<file path="src/design/xbar_defs.svh">
// constants for the alternate-mode crossbar control logic
`ifndef XBAR_DEFS_SVH
`define XBAR_DEFS_SVH

// target address: fixed upper pattern, two strap bits, rw flag
`define XBAR_ADDR_FIXED     5'h15
`define XBAR_ADDR_W         7
`define XBAR_BYTE_W         8
`define XBAR_BITS_PER_BYTE  4'h8

// register set positions, counted from the first byte after the address
`define XBAR_IDX_W          2
`define XBAR_IDX_ID         2'h0
`define XBAR_IDX_SEL        2'h1
`define XBAR_IDX_LAST       2'h3

// selection register layout and reset
`define XBAR_CODE_W         3
`define XBAR_SEL_RESET      3'h0
`define XBAR_SEL_PAD        5'h00

// identification value: arbitrary, not tied to any maker
`define XBAR_ID_VALUE       8'h5A

// configuration codes
`define XBAR_CODE_OFF       3'h0
`define XBAR_CODE_IDLE      3'h1

// connector pair one-hot: bit0 tx1, bit1 tx2, bit2 rx1, bit3 rx2
`define XBAR_CONN_NONE      4'h0
`define XBAR_CONN_TX1       4'h1
`define XBAR_CONN_TX2       4'h2
`define XBAR_CONN_RX1       4'h4
`define XBAR_CONN_RX2       4'h8

// sideband one-hot: bit0 sbu1, bit1 sbu2
`define XBAR_SBU_NONE       2'h0
`define XBAR_SBU1           2'h1
`define XBAR_SBU2           2'h2

`endif

</file>
<file path="src/design/xbar_pkg.sv">
// types shared by the crossbar control modules
package xbar_pkg;

  // serial target states, one-hot
  typedef enum logic [6:0] {
    ST_IDLE  = 7'h01,
    ST_ADDR  = 7'h02,
    ST_AACK  = 7'h04,
    ST_WDATA = 7'h08,
    ST_WACK  = 7'h10,
    ST_RDATA = 7'h20,
    ST_RACK  = 7'h40
  } target_state_t;

  // switch enables for every system-side channel
  typedef struct packed {
    logic [3:0] usbTx;
    logic [3:0] usbRx;
    logic [3:0] lane3;
    logic [3:0] lane2;
    logic [3:0] lane1;
    logic [3:0] lane0;
    logic [1:0] auxPos;
    logic [1:0] auxNeg;
    logic       powerDown;
  } route_t;

endpackage

</file>
<file path="src/design/regbus_if.sv">
// byte access path between the serial target and the register bank
`timescale 1ns/1ps
`default_nettype none
`include "xbar_defs.svh"

interface regbus_if;
  logic                    wrStrobe;
  logic [`XBAR_IDX_W-1:0]  index;
  logic [`XBAR_BYTE_W-1:0] wrData;
  logic [`XBAR_BYTE_W-1:0] rdData;

  modport engine (
    output wrStrobe,
    output index,
    output wrData,
    input  rdData
  );

  modport regs (
    input  wrStrobe,
    input  index,
    input  wrData,
    output rdData
  );
endinterface

`default_nettype wire

</file>
<file path="src/design/xbar_reg_bank.sv">
// identification and selection bytes behind the serial target
`timescale 1ns/1ps
`default_nettype none
`include "xbar_defs.svh"

module xbar_reg_bank #(
  parameter logic [`XBAR_BYTE_W-1:0] ID_VALUE = `XBAR_ID_VALUE
) (
  input  wire logic                    clock,
  input  wire logic                    rst_n,
  regbus_if.regs                       bus,
  output logic [`XBAR_CODE_W-1:0]      selCode
);

  // ----------------------------------------------------------------
  // decode
  // ----------------------------------------------------------------
  logic                    hitSel;
  logic [`XBAR_CODE_W-1:0] selCode_d;
  logic [`XBAR_CODE_W-1:0] selCode_q;

  assign hitSel = bus.wrStrobe && (bus.index == `XBAR_IDX_SEL);
  assign selCode_d = hitSel ? bus.wrData[`XBAR_CODE_W-1:0] : selCode_q;

  assign bus.rdData = (bus.index == `XBAR_IDX_ID)  ? ID_VALUE :
                      (bus.index == `XBAR_IDX_SEL) ?
                        {`XBAR_SEL_PAD, selCode_q} : '0;
  assign selCode = selCode_q;

  // ----------------------------------------------------------------
  // storage
  // ----------------------------------------------------------------
  // selection byte store
  always_ff @(posedge clock or negedge rst_n) begin
    if (!rst_n) begin
      selCode_q <= `XBAR_SEL_RESET;
    end else begin
      selCode_q <= selCode_d;
    end
  end

endmodule

`default_nettype wire

</file>
<file path="src/design/xbar_route_decode.sv">
// turns a configuration code into crossbar switch enables
`timescale 1ns/1ps
`default_nettype none
`include "xbar_defs.svh"

module xbar_route_decode #(
  parameter bit SINK_MAP = 1'b0
) (
  input  wire logic [`XBAR_CODE_W-1:0] code,
  output xbar_pkg::route_t             route
);

  // ----------------------------------------------------------------
  // helpers
  // ----------------------------------------------------------------
  // exchange pair 1 and pair 2 for the flipped plug
  function automatic logic [3:0] flipPair(input logic [3:0] c,
                                          input logic       f);
    flipPair = f ? {c[2], c[3], c[0], c[1]} : c;
  endfunction

  function automatic logic [1:0] flipSbu(input logic [1:0] s,
                                         input logic       f);
    flipSbu = f ? {s[0], s[1]} : s;
  endfunction

  // ----------------------------------------------------------------
  // code fields
  // ----------------------------------------------------------------
  logic       flip;
  logic       dpOn;
  logic       usbOn;
  logic       fourLane;
  logic [3:0] base0;
  logic [3:0] base1;
  logic [3:0] base2;
  logic [3:0] base3;
  logic [1:0] basePos;
  logic [1:0] baseNeg;

  assign flip     = code[0];
  assign dpOn     = code[1];
  assign usbOn    = code[2];
  assign fourLane = dpOn && !usbOn;

  assign base0 = SINK_MAP ? `XBAR_CONN_TX2 : `XBAR_CONN_RX2;
  assign base1 = SINK_MAP ? `XBAR_CONN_RX2 : `XBAR_CONN_TX2;
  assign base2 = SINK_MAP ? `XBAR_CONN_RX1 : `XBAR_CONN_TX1;
  assign base3 = SINK_MAP ? `XBAR_CONN_TX1 : `XBAR_CONN_RX1;
  assign basePos = SINK_MAP ? `XBAR_SBU2 : `XBAR_SBU1;
  assign baseNeg = SINK_MAP ? `XBAR_SBU1 : `XBAR_SBU2;

  // ----------------------------------------------------------------
  // switch enables
  // ----------------------------------------------------------------
  // usb pairs follow plug
  assign route.usbTx = usbOn ? flipPair(`XBAR_CONN_TX1, flip)
                             : `XBAR_CONN_NONE;
  assign route.usbRx = usbOn ? flipPair(`XBAR_CONN_RX1, flip)
                             : `XBAR_CONN_NONE;
  assign route.lane0 = dpOn ? flipPair(base0, flip) : `XBAR_CONN_NONE;
  assign route.lane1 = dpOn ? flipPair(base1, flip) : `XBAR_CONN_NONE;
  assign route.lane2 = fourLane ? flipPair(base2, flip) : `XBAR_CONN_NONE;
  assign route.lane3 = fourLane ? flipPair(base3, flip) : `XBAR_CONN_NONE;
  assign route.auxPos = dpOn ? flipSbu(basePos, flip) : `XBAR_SBU_NONE;
  assign route.auxNeg = dpOn ? flipSbu(baseNeg, flip) : `XBAR_SBU_NONE;
  assign route.powerDown = (code == `XBAR_CODE_OFF);

endmodule

`default_nettype wire

</file>
<file path="src/design/usbc_altmode_xbar_control.sv">
// top of the alternate-mode crossbar control: serial target and routing
//
// Summary of operation
// - select low: pins drive code, level ignored
// - select high: serial control, level pin sets
// - address is 10101, straps, then rw
// - address bits 2 and 1 from straps
// - first register byte: read-only identification
// - second byte: code in 2-0, rest zero
// - serial mode uses register code, same decode
// - 000 opens all, powers down; 001 opens
// - source display lane order per code
// - source two-lane codes drop lanes 2, 3
// - source sideband mapping and flip swap
// - sink display lane order per code
// - sink two-lane codes drop lanes 2, 3
// - sink sideband mapping and flip swap
// - sideband rerouted on flipped plug
`timescale 1ns/1ps
`default_nettype none
`include "xbar_defs.svh"

module usbc_altmode_xbar_control #(
  parameter bit                        SINK_MAP = 1'b0,
  parameter logic [`XBAR_BYTE_W-1:0]   ID_VALUE = `XBAR_ID_VALUE
) (
  input  wire logic                    clock,
  input  wire logic                    rst_n,
  input  wire logic                    control_source_select,
  input  wire logic                    serial_level_select,
  input  wire logic [`XBAR_CODE_W-1:0] crossbar_config_code,
  input  wire logic                    addr_strap_hi,
  input  wire logic                    addr_strap_lo,
  input  wire logic                    scl,
  input  wire logic                    sdaIn,
  output logic                         sdaOut,
  output logic                         sdaOe,
  output logic                         serialLevelHigh,
  output logic                         powerDown,
  output logic [3:0]                   sys_usb_tx_pair,
  output logic [3:0]                   sys_usb_rx_pair,
  output logic [3:0]                   sys_display_lane0,
  output logic [3:0]                   sys_display_lane1,
  output logic [3:0]                   sys_display_lane2,
  output logic [3:0]                   sys_display_lane3,
  output logic [1:0]                   auxPosSbu,
  output logic [1:0]                   auxNegSbu
);

  // ----------------------------------------------------------------
  // mode and address
  // ----------------------------------------------------------------
  logic                          serialMode;
  logic [`XBAR_ADDR_W-1:0]       myAddr;
  logic                          strapHi_q;
  logic                          strapLo_q;

  assign serialMode = control_source_select;
  assign serialLevelHigh = serialMode && serial_level_select;
  assign myAddr = {`XBAR_ADDR_FIXED, strapHi_q, strapLo_q};

  // straps are static; sampled every clock after reset
  always_ff @(posedge clock or negedge rst_n) begin
    if (!rst_n) begin
      strapHi_q <= 1'b0;
      strapLo_q <= 1'b0;
    end else begin
      strapHi_q <= addr_strap_hi;
      strapLo_q <= addr_strap_lo;
    end
  end

  // ----------------------------------------------------------------
  // bus line edges
  // ----------------------------------------------------------------
  logic sclLast_q;
  logic sdaLast_q;
  logic sclRise;
  logic sclFall;
  logic startSeen;
  logic stopSeen;

  // previous line levels for edge and condition detection
  always_ff @(posedge clock or negedge rst_n) begin
    if (!rst_n) begin
      sclLast_q <= 1'b1;
      sdaLast_q <= 1'b1;
    end else begin
      sclLast_q <= scl;
      sdaLast_q <= sdaIn;
    end
  end

  // data change while clock high marks start or stop
  assign sclRise   = scl && !sclLast_q;
  assign sclFall   = !scl && sclLast_q;
  assign startSeen = scl && sclLast_q && sdaLast_q && !sdaIn;
  assign stopSeen  = scl && sclLast_q && !sdaLast_q && sdaIn;

  // ----------------------------------------------------------------
  // serial target
  // ----------------------------------------------------------------
  regbus_if bus ();

  xbar_pkg::target_state_t     state_q;
  xbar_pkg::target_state_t     state_d;
  logic [3:0]                  bitCnt_q;
  logic [3:0]                  bitCnt_d;
  logic [`XBAR_BYTE_W-1:0]     shift_q;
  logic [`XBAR_BYTE_W-1:0]     shift_d;
  logic                        rw_q;
  logic                        rw_d;
  logic [`XBAR_IDX_W-1:0]      index_q;
  logic [`XBAR_IDX_W-1:0]      index_d;
  logic [`XBAR_IDX_W-1:0]      indexNext;
  logic                        wrPulse;
  logic                        byteDone;

  // register position saturates past the last byte
  assign indexNext = (index_q == `XBAR_IDX_LAST) ? index_q
                                                 : index_q + 2'h1;
  assign byteDone  = sclFall && (bitCnt_q == `XBAR_BITS_PER_BYTE);

  // next state of the byte engine
  always_comb begin
    state_d  = state_q;
    bitCnt_d = bitCnt_q;
    shift_d  = shift_q;
    rw_d     = rw_q;
    index_d  = index_q;
    wrPulse  = 1'b0;
    if (!serialMode || stopSeen) begin
      // serial bus ignored in pin mode
      state_d = xbar_pkg::ST_IDLE;
    end else if (startSeen) begin
      state_d  = xbar_pkg::ST_ADDR;
      bitCnt_d = 4'h0;
      index_d  = `XBAR_IDX_ID;
    end else begin
      unique case (state_q)
        xbar_pkg::ST_IDLE: begin
          state_d = xbar_pkg::ST_IDLE;
        end
        xbar_pkg::ST_ADDR: begin
          if (sclRise) begin
            shift_d  = {shift_q[6:0], sdaIn};
            bitCnt_d = bitCnt_q + 4'h1;
          end else if (byteDone) begin
            bitCnt_d = 4'h0;
            if (shift_q[7:1] == myAddr) begin
              rw_d    = shift_q[0];
              state_d = xbar_pkg::ST_AACK;
            end else begin
              state_d = xbar_pkg::ST_IDLE;
            end
          end
        end
        xbar_pkg::ST_AACK: begin
          if (sclFall) begin
            if (rw_q) begin
              shift_d = bus.rdData;
              state_d = xbar_pkg::ST_RDATA;
            end else begin
              state_d = xbar_pkg::ST_WDATA;
            end
          end
        end
        xbar_pkg::ST_WDATA: begin
          if (sclRise) begin
            shift_d  = {shift_q[6:0], sdaIn};
            bitCnt_d = bitCnt_q + 4'h1;
          end else if (byteDone) begin
            bitCnt_d = 4'h0;
            wrPulse  = 1'b1;
            state_d  = xbar_pkg::ST_WACK;
          end
        end
        xbar_pkg::ST_WACK: begin
          if (sclFall) begin
            index_d = indexNext;
            state_d = xbar_pkg::ST_WDATA;
          end
        end
        xbar_pkg::ST_RDATA: begin
          if (sclRise) begin
            bitCnt_d = bitCnt_q + 4'h1;
          end else if (byteDone) begin
            bitCnt_d = 4'h0;
            state_d  = xbar_pkg::ST_RACK;
          end else if (sclFall) begin
            shift_d = {shift_q[6:0], 1'b0};
          end
        end
        xbar_pkg::ST_RACK: begin
          if (sclRise) begin
            // not-acknowledge ends the read
            if (sdaIn) begin
              state_d = xbar_pkg::ST_IDLE;
            end else begin
              index_d = indexNext;
            end
          end else if (sclFall) begin
            shift_d = bus.rdData;
            state_d = xbar_pkg::ST_RDATA;
          end
        end
        default: begin
          state_d = xbar_pkg::ST_IDLE;
        end
      endcase
    end
  end

  // byte engine registers
  always_ff @(posedge clock or negedge rst_n) begin
    if (!rst_n) begin
      state_q  <= xbar_pkg::ST_IDLE;
      bitCnt_q <= 4'h0;
      shift_q  <= 8'h00;
      rw_q     <= 1'b0;
      index_q  <= `XBAR_IDX_ID;
    end else begin
      state_q  <= state_d;
      bitCnt_q <= bitCnt_d;
      shift_q  <= shift_d;
      rw_q     <= rw_d;
      index_q  <= index_d;
    end
  end

  // open-drain data: only ever pull low
  assign sdaOut = 1'b0;
  assign sdaOe  = (state_q == xbar_pkg::ST_AACK) ||
                  (state_q == xbar_pkg::ST_WACK) ||
                  ((state_q == xbar_pkg::ST_RDATA) && !shift_q[7]);

  // register access path
  assign bus.wrStrobe = wrPulse;
  assign bus.index    = index_q;
  assign bus.wrData   = shift_q;

  // ----------------------------------------------------------------
  // registers and routing
  // ----------------------------------------------------------------
  logic [`XBAR_CODE_W-1:0] regCode;
  logic [`XBAR_CODE_W-1:0] activeCode;
  xbar_pkg::route_t        routeDec;
  xbar_pkg::route_t        route_q;

  xbar_reg_bank #(
    .ID_VALUE (ID_VALUE)
  ) u_regs (
    .clock    (clock),
    .rst_n    (rst_n),
    .bus      (bus),
    .selCode  (regCode)
  );

  assign activeCode = serialMode ? regCode : crossbar_config_code;

  xbar_route_decode #(
    .SINK_MAP (SINK_MAP)
  ) u_decode (
    .code     (activeCode),
    .route    (routeDec)
  );

  // switch enables come from flip-flops
  always_ff @(posedge clock or negedge rst_n) begin
    if (!rst_n) begin
      route_q <= '{powerDown: 1'b1, default: '0};
    end else begin
      route_q <= routeDec;
    end
  end

  assign powerDown         = route_q.powerDown;
  assign sys_usb_tx_pair   = route_q.usbTx;
  assign sys_usb_rx_pair   = route_q.usbRx;
  assign sys_display_lane0 = route_q.lane0;
  assign sys_display_lane1 = route_q.lane1;
  assign sys_display_lane2 = route_q.lane2;
  assign sys_display_lane3 = route_q.lane3;
  assign auxPosSbu         = route_q.auxPos;
  assign auxNegSbu         = route_q.auxNeg;

endmodule

`default_nettype wire

</file>
<file path="config.mk">
export PLATFORM = sky130hd
export DESIGN_NAME = usbc_altmode_xbar_control
export DESIGN_NICKNAME = d
export VERILOG_FILES = /design/src/design/xbar_pkg.sv /design/src/design/regbus_if.sv /design/src/design/xbar_reg_bank.sv /design/src/design/xbar_route_decode.sv /design/src/design/usbc_altmode_xbar_control.sv
export VERILOG_INCLUDE_DIRS = /design/src /design/src/design
export SDC_FILE = /design/constraint.sdc
export NUM_CORES = 1
export LEC_CHECK = 0
export BUFFER_PORTS_ARGS = -buffer_cell sky130_fd_sc_hd__buf_2
export CAP_MARGIN = 20
export CORE_MARGIN = 5
export CORE_UTILIZATION = 50
export CTS_CLUSTER_DIAMETER = 120
export DETAILED_ROUTE_END_ITERATION = 8
export PLACE_DENSITY = 0.73
export SLEW_MARGIN = 40
export SYNTH_ARGS = -nofsm -noshare
export SYNTH_HDL_FRONTEND = slang
export SYNTH_SLANG_ARGS = --single-unit
</file>
<file path="constraint.sdc">
create_clock -name clock -period 5.2 [get_ports clock]
set_input_delay 0.26 -clock clock [delete_from_list [all_inputs] [get_ports clock]]
set_output_delay 0.26 -clock clock [all_outputs]
set_load 0.005 [all_outputs]
</file>
==> results.md, run 1 <==
Run status:
- The flow ran to the end, and the final reports show no timing, DRC or antenna violations.

Placed design:
- Before CTS, the worst setup slack after placement is between 2 and 2.5 ns.
- The routability-driven placement congestion ratio is between 0.8 and 0.9.
- The placed instances occupy a cell area of about 0.0023 sq mm.
- After detailed placement, the design holds a cell count of between 200 and 300.
- The count of input and output buffers is 29.
- The post-detailed-placement half-perimeter wirelength is roughly 3300 microns.

Hold path:
- The path category of the worst min-delay check is input pin to register.
- The endpoint with the worst hold slack is strapHi_q.
- Along the worst hold path, the cell count comes to 1.
- The origin of the worst min-delay path is addr_strap_hi.

Routing:
- In the final routed layout, each cell accounts on average for about 15 microns.
- The detailed-routing iteration count for the pre-antenna-repair pass is 4.
- The count of nets left with antenna violations once routing finished came out at 0.
- The top layer used by detailed routing is met4.
- In the routed design, unresolved DRC markers number 0.
- After detailed routing, the wire length on met1 is about 2100 microns.
- The detailed router finished its first iteration with approximately 130 violations.
- The detailed route wirelength on metal2 is approximately 2100 microns.
- Detailed routing placed a total of between 300 and 400 microns of wire on met3.
- In the routed layout, each cell is associated on average with a via count of 5.52.
- The routed layout has 1701 vias.
- The total wire length after detailed routing is roughly 4600 microns.

Finish:
- Counting the fill cells in the layout gives approximately 400.
- The fraction of layout instances using a drive strength above 1 is between 20% and 30%.
- The net total in the final layout is approximately 270.
- The repair_antennas step left the layout with diodes totalling 0.
- Compared with the post-synthesis result, the final layout area differs by 6.66%.
- The finished layout holds approximately 310 standard cells, fillers aside.
- With fillers left out, the area of the finished cells amounts to roughly 0.0024 sq mm.

Critical path:
- The delay contributed by the slowest stage of the critical path is between 0.5 and 0.6 ns.
- Among all stages on the critical path, the largest delay is contributed by sky130_fd_sc_hd__nor4_1.
- At the worst endpoint, the arrival time is around 2.9 ns.
- The category of cells accounting for the largest share of critical-path delay is compound AO/OA/AOI/OAI gates.
- Counting cells, the worst reg-to-reg path comes to 5.
- The critical path capture point type is a register.
- The maximum fanout count along the critical path is 14.
- The startpoint of the worst register-to-register path is state_q[2].
- The worst reg-to-reg setup slack is 2.43 ns.
- Counting both buffers and inverters, the worst setup path holds a total of 0.
- Data on the critical path is required at its endpoint by approximately 5.4 ns.
- The terminus of the critical flop-to-flop path is bus.wrData[3].
- The worst setup path is launched from a register.
- The origin of the worst setup path is state_q[2].
- The signal on the critical path passes through nor4_1 -> o211a_1 -> a21oi_2 -> a2111oi_4 -> mux2_2.
- The worst setup path is of the register to register kind.

Clock tree:
- The number of clock sinks is 36.
- The number of buffers between clock root and the deepest sink is 2.
- The number of buffers added by the clock tree synthesis step is 5.
- The clock-pin slew of the registers on the worst-case setup and hold paths is roughly 0.070 ns.
- Gates resized during post-CTS repair numbered 0.
- CTS built an H-tree with a depth of 2.
- The root buffer cell is sky130_fd_sc_hd__clkbuf_8.
- For the worst-skew pair, the clock arrives at the later sink with an insertion delay of 0.29 ns.
- The TritonCTS clock tree is yes.
- Post-CTS timing repair inserted 0 buffers for setup.

Timing:
- The slew at the pin with the worst max-slew slack is around 0.7 ns.
- Setup repair after global routing left no endpoint under its margin.
- The minimum clock period after layout is 2.77 ns.
- Of the available clock period, the critical path in the final layout requires a little over half.
- Setup violations remaining at the end of the flow were counted as 0.
- The worst setup margin is between 2 and 2.5 ns.
- After routing, the total negative slack on setup checks comes to 0 ns.
- Measured against its own limit, the worst slew margin works out to between 50% and 60%.
- The final clock skew is just under 0.005 ns.
- The number of hold-slack violations in the final timing report is 0.
- The number of slew-limit violations in the final report is 0.
- The top achievable clock speed is 361 MHz.

Floorplanning:
- The effective utilization at floorplan is about half.
- The overall die width is 77.7 microns.
- The die covers slightly above 0.006 sq mm.
- The number of rows created at floorplan is 24.
- The number of primary I/O pins is 43.
- In this run the standard cell core region covers roughly 0.0044 sq mm.
- The die height is just under 80 microns.

Global route:
- The number of antenna violations at the first check in global routing is 0.
- The number of global-route vias before repair was between 1.5k and 2k.
- Entering global routing, the biggest net connects 37 pins.
- Global routing finished with a remaining overflow of 0.
- Global routing used about 16% of the available tracks.
- The first global-routing pass estimated 7640 microns of wire.

Synthesis:
- Synthesis produced roughly 240 cells.
- The sequential element share of the synthesized area is 39.5%.
- The synthesized design contains 0 enable-type register cells.
- During synthesis, Yosys emitted a total of 0 warnings.
- The register bit count reported by yosys is 36.
- For this run, asynchronously set or reset flops after synthesis account for 100%.
- Synthesis instantiated between 50 and 60 different standard cells from the library.
- The most used flip-flop cell after synthesis is sky130_fd_sc_hd__dfrtp_1.
- Averaged over all synthesized cells, the footprint is between 9 and 10 sq um.
- The cell area that synthesis handed to floorplanning was around 0.0023 sq mm.

Power:
- The worst-case IR drop observed on VDD is about 180 uV.
- Power spread over the standard cell area amounts to about 260 mW/mm^2.
- Summed over all cells, the static leakage comes to approximately 1.2 nW.

Flow run:
- Max-cap violations in this run came to 0.
[layout by cell type (no fill, tap or decap), drive strengths merged, types with 2 or more instances in the layout]
master / n
a21o: 4
a21oi: 7
and3b: 2
buf: 29
clkbuf: 6
conb: 13
dfrtp: 32
dfstp: 4
ha: 8
inv: 15
mux2: 14
mux2i: 9
nand2: 15
nand2b: 4
nand3: 10
nand3b: 2
nand4: 3
nand4b: 2
nor2: 21
nor2b: 4
nor3: 3
nor3b: 2
nor4: 5
o211ai: 2
o21ai: 10
o31ai: 2
or4: 2
xnor2: 3
xor2: 2
[worst reg2reg max path: cells and delay by family (launching register included)]
family | cells | cell delay (ns)
AO/OA/AOI/OAI | 3 | 1.14
AND/OR/NAND/NOR | 1 | 0.57
flip-flops | 1 | 0.53
multiplexers | 1 | 0.42
[logic make-up after synthesis]
group | after synthesis | synth area share, %
mux | 23 | 10.8
compound gates | 37 | 11.8
xor+xnor | 5 | 1.91
simple gates | 81 | 19.3
fa+ha+maj | 8 | 4.37
other cells | 1 | 0.164
flops | 36 | 39.5
buf+inv | 47 | 12.2
[what timing repair did]
action                                  in CTS  in global routing
endpoints found under the hold margin        0                 32
hold buffers                                 0                  1
endpoints found under the setup margin       0                  0
[sequential cells by signal (all words and copies together) (netlist names), 2 cells and up]
register	cells
bus.wrData	8
bus.index	2
u_regs.selCode	3
sys_display_lane2	2
sys_usb_rx_pair	2
bitCnt_q	4
state_q	7
[worst max-delay path by stage]
stage	end	slack, ns	cells after the start
after floorplan	bus.wrData[0]	3.00	7
after CTS	bus.wrData[3]	2.47	5
after global placement	bus.wrData[2]	2.52	5
after detailed placement	bus.wrData[3]	2.50	5
after global routing	bus.wrData[3]	2.16	5
final	bus.wrData[3]	2.43	5
[cell usage after synthesis, types with 2 or more instances]
cell type,number,area [sq um]
sky130_fd_sc_hd__a21o_1,4,30.0
sky130_fd_sc_hd__inv_1,15,56.3
sky130_fd_sc_hd__nand2_1,15,56.3
sky130_fd_sc_hd__nand4_1,3,18.8
sky130_fd_sc_hd__o31ai_1,2,15.0
sky130_fd_sc_hd__o21ai_0,9,45.0
sky130_fd_sc_hd__nand2b_1,4,25.0
sky130_fd_sc_hd__buf_6,2,22.5
sky130_fd_sc_hd__nand4b_1,2,17.5
sky130_fd_sc_hd__mux2i_1,9,90.1
sky130_fd_sc_hd__nor2_1,20,75.1
sky130_fd_sc_hd__nand3b_1,2,15.0
sky130_fd_sc_hd__a21oi_1,6,30.0
sky130_fd_sc_hd__mux2_2,14,158
sky130_fd_sc_hd__ha_1,8,100
sky130_fd_sc_hd__clkbuf_1,5,18.8
sky130_fd_sc_hd__xor2_1,2,17.5
sky130_fd_sc_hd__dfstp_2,4,105
sky130_fd_sc_hd__nor4_1,4,25.0
sky130_fd_sc_hd__dfrtp_1,32,801
sky130_fd_sc_hd__nor2b_1,4,25.0
sky130_fd_sc_hd__or4_1,2,15.0
sky130_fd_sc_hd__xnor2_1,3,26.3
sky130_fd_sc_hd__nor3_1,3,15.0
sky130_fd_sc_hd__and3b_1,2,17.5
sky130_fd_sc_hd__o211ai_1,2,15.0
sky130_fd_sc_hd__nor3b_1,2,15.0
sky130_fd_sc_hd__buf_4,23,173
sky130_fd_sc_hd__nand3_1,10,50.1
[cell type report]
type                    count  area, sq um  area share (%)
inverters                  15         56.3            2.30
repair buffers             30          158            6.45
clock buffers               6         72.6            2.97
flip-flops and latches     36          906            37.1
clock inverters             2         35.0            1.43
multi-input cells         167         1150            47.1
well taps                  52         65.1            2.66
[report_power, final]
group | switching [mW] | internal, mW | leakage [nW]
Sequential | 0.00848 | 0.293 | 0.467
Clock | 0.100 | 0.142 | 0.0552
Combinational | 0.0561 | 0.0394 | 0.705
[per-stage QoR]
| stage | util, % | hold slack (ns) | total power, mW |
|---|---|---|---|
| after floorplan | - | -0.0356 | 0.379 |
| after global placement | 52.7 | 0.367 | 0.398 |
| after detailed placement | 52.7 | 0.370 | 0.401 |
| after CTS | 55.1 | 0.0641 | 0.646 |
| after global routing | 55.4 | 0.0522 | 0.675 |
| final | 55.4 | 0.0730 | 0.640 |
[metal layers]
metal | track usage [%] | up-vias
li1 | - | 830
met1 | 21.8 | 802
met2 | 23.4 | 62
met3 | 3.82 | 7
met4 | 6.01 | 0
met5 | 0 | -
(Power assumes the default switching activity.)
==> run 2: changes to the inputs <==
==> constraint.sdc (replaced) <==
create_clock -name clock -period 2.7 [get_ports clock]
set_input_delay 0.135 -clock clock [delete_from_list [all_inputs] [get_ports clock]]
set_output_delay 0.135 -clock clock [all_outputs]
set_load 0.005 [all_outputs]
==> results.md, run 2 (same netlist as run 1, synthesis figures left out) <==
Floorplanning:
- The effective utilization at floorplan is 51.9% (unchanged).
- The core box area came to 0.00441 sq mm (unchanged).
- The die height is 77.7 microns (unchanged).
- The number of rows created at floorplan is 24 (unchanged).
- The total die area came to 0.00604 sq mm (unchanged).
- The number of primary I/O pins came to 43 (unchanged).
- The overall die width was 77.7 microns (unchanged).

Finish:
- The utilization after layout is 57.8% (+2.4 points).
- The antenna diode count is 0 (unchanged).
- The combined flip-flop and latch cell area is 906 sq um (unchanged).
- The library cell used most frequently in the layout, excluding fill and tap cells, is sky130_fd_sc_hd__dfrtp_1.
- The flip-flop count of the largest register, all copies and words added is 8 (unchanged).
- The net total in the final layout is 287 (+4.7%).
- The final standard cell count with taps included and fillers excluded is 321 (+4.2%).
- The multi-input gate area in the final layout is 0.00115 sq mm (unchanged).
- From synthesis to final layout, the design area changed by 11.4%.
- The post-route cell area is 0.00255 sq mm (+4.4%).
- The fraction of layout instances using a drive strength above 1 came to 25.7% (+2.2 points).
- Leaving out fill and tap cells, the most frequent cells in the layout are sky130_fd_sc_hd__dfrtp_1 (32), sky130_fd_sc_hd__buf_2 (28), sky130_fd_sc_hd__nor2_1 (20).
- The filler cell count is 400 (+0.25%).

Clock tree:
- The deepest level of the CTS H-tree is 2 (unchanged).
- The number of gates resized after cts came to 0 (unchanged).
- The clock latency on the worst-skew pair is 0.29 ns (about the same).
- The number of buffers between clock root and the deepest sink is 2 (unchanged).
- In this run the clock root is driven by a sky130_fd_sc_hd__clkbuf_8.
- The clock-pin slew of the registers on the worst-case setup and hold paths is 0.07 ns (about the same).
- The number of buffers added by the clock tree synthesis step was 5 (unchanged).
- The TritonCTS clock tree is yes.
- The number of clock sinks is 36 (unchanged).

Timing:
- The smallest clock period supported by the final layout is computed as 2.56 ns.
- The slew at the pin with the worst max-slew slack is 0.718 ns (+0.00314 ns).
- The number of hold-slack violations in the final timing report is 0 (unchanged).
- The final clock skew is 0.00539 ns (+0.000482 ns).
- The total negative slack is 0 ns (unchanged).
- The setup violation total in the final timing report was 0 (unchanged).
- Setup repair after global routing left no endpoint under its margin.
- The number of slew-limit violations in the final report is 0 (unchanged).
- The relative slew slack is 51.7% (-0.21 points).
- The worst hold slack after final layout was 0.136 ns (+0.0627 ns).
- The ratio of final minimum period to clock period is a little over nine tenths.
- The top achievable clock speed is about 390 MHz.
- The worst setup margin is 0.137 ns (-2.29 ns).

Power:
- The post-route total power is 1.24 mW (+94%).
- The peak supply drop came to 368 uV (+100%).
- The static leakage is 1.29 nW (+5.2%).
- The cell area power density is 486 mW/mm^2 (+86%).

Placed design:
- The setup slack after placement is 0.291 ns (-2.21 ns).
- The routability-driven placement congestion ratio is 0.906 (+8.1%).
- The post-detailed-placement half-perimeter wirelength is 3470 microns (+4.7%).
- The placed instance count is 308 (+3.0%).
- The count of input and output buffers is 29 (unchanged).
- The cell area after placement is 0.00239 sq mm (+2.9%).

Critical path:
- The endpoint identified for the worst register-to-register timing path is state_q[5].
- The worst reg-to-reg setup slack came to 0.24 ns (-2.19 ns).
- The data arrival time of the critical path is 2.43 ns (-0.51 ns).
- The required arrival time at the worst endpoint is 2.57 ns (-2.80 ns).
- The logic depth of the worst register-to-register path is 7 (+2).
- The startpoint identified for the worst register-to-register timing path is sclLast_q.
- The maximum fanout count along the critical path was 8 (-6).
- The start-to-end type of the worst setup path is register to primary output.
- STA classifies the critical path endpoint as a primary output.
- The worst setup path is launched from a register.

Flow run:
- The reported max-cap violation count was 0 (unchanged).

Routing:
- The detailed-routing iteration count for the pre-antenna-repair pass is 4 (unchanged).
- The starting DRC count in detailed routing is 128 (+0.79%).
- The residual antenna-violating net count after detailed routing is 0 (unchanged).
- The average wire per cell in the routed design is 14.8 microns (-0.81%).
- The detailed-route vias per instance is 5.53 (about the same).
- The total wire length after detailed routing is 4740 microns (+3.4%).
- The count of unresolved DRC violations after routing was 0 (unchanged).
- The via count is 1774 (+4.3%).

Global route:
- The total grt overflow is 0 (unchanged).
- The total routing resource utilization after global routing was 15.8% (+0.17 points).
- The maximum number of pins on one net before global-route repair is 37 (unchanged).
- The number of antenna violations at the first check in global routing is 0 (unchanged).
- The first-pass GRT wire length is 7670 microns (+0.35%).
- The number of global-route vias before repair is 1625 (+2.5%).

Hold path:
- The hold-critical path depth was 3 (+2).
- The worst hold path belongs to the class input pin to register.
- The path with the worst hold slack has its endpoint at sys_display_lane2[0].
- In this run the most critical hold path is launched from crossbar_config_code[1].

Run status:
- The run finished with clean final reports.
[run 2: worst max-delay path by stage]
stage / from / end / slack (ns)
6_report: state_q[1] / sdaOe / 0.14
4_1_cts: state_q[1] / sdaOe / 0.14
3_3_place_gp: state_q[1] / bus.wrData[3] / 0.31
3_5_place_dp: state_q[1] / bus.wrData[2] / 0.29
5_1_grt: state_q[1] / sdaOe / 0.05
2_1_floorplan: state_q[3] / bus.wrData[0] / 0.50
[run 2: worst max-delay path, stage by stage, from the launching register on]
cell,delay [ns]
sky130_fd_sc_hd__dfrtp_1,0.44
sky130_fd_sc_hd__or4_1,0.74
sky130_fd_sc_hd__or4b_2,0.67
sky130_fd_sc_hd__o211ai_1,0.13
sky130_fd_sc_hd__buf_2,0.16
[run 2: layout make-up]
type	count	area share, %
sequential	36	35.5
clock inverter	2	1.37
clock buffer	6	2.84
tap	52	2.55
timing repair buffer	43	10.4
multi-input combinational	167	45.1
inverter	15	2.21
[run 2: routing by layer]
metal  routed length [microns]  GRT usage, %  share of wire, %
met5                         0             0                 0
met4                        97          5.67               2.0
met3                       346          4.28               7.3
met2                      2230          24.5                47
met1                      2070          21.1                44
[run 2: report_power, final]
group / switching (mW) / internal, mW
logic: 0.108 / 0.0817
clock network: 0.195 / 0.274
registers: 0.0170 / 0.565
total: 0.320 / 0.921
[run 2: what timing repair did]
| item | in CTS | in global routing |
|---|---|---|
| hold buffers | 5 | 0 |
| buffers inserted | 0 | 0 |
| endpoints found under the hold margin | 36 | 0 |
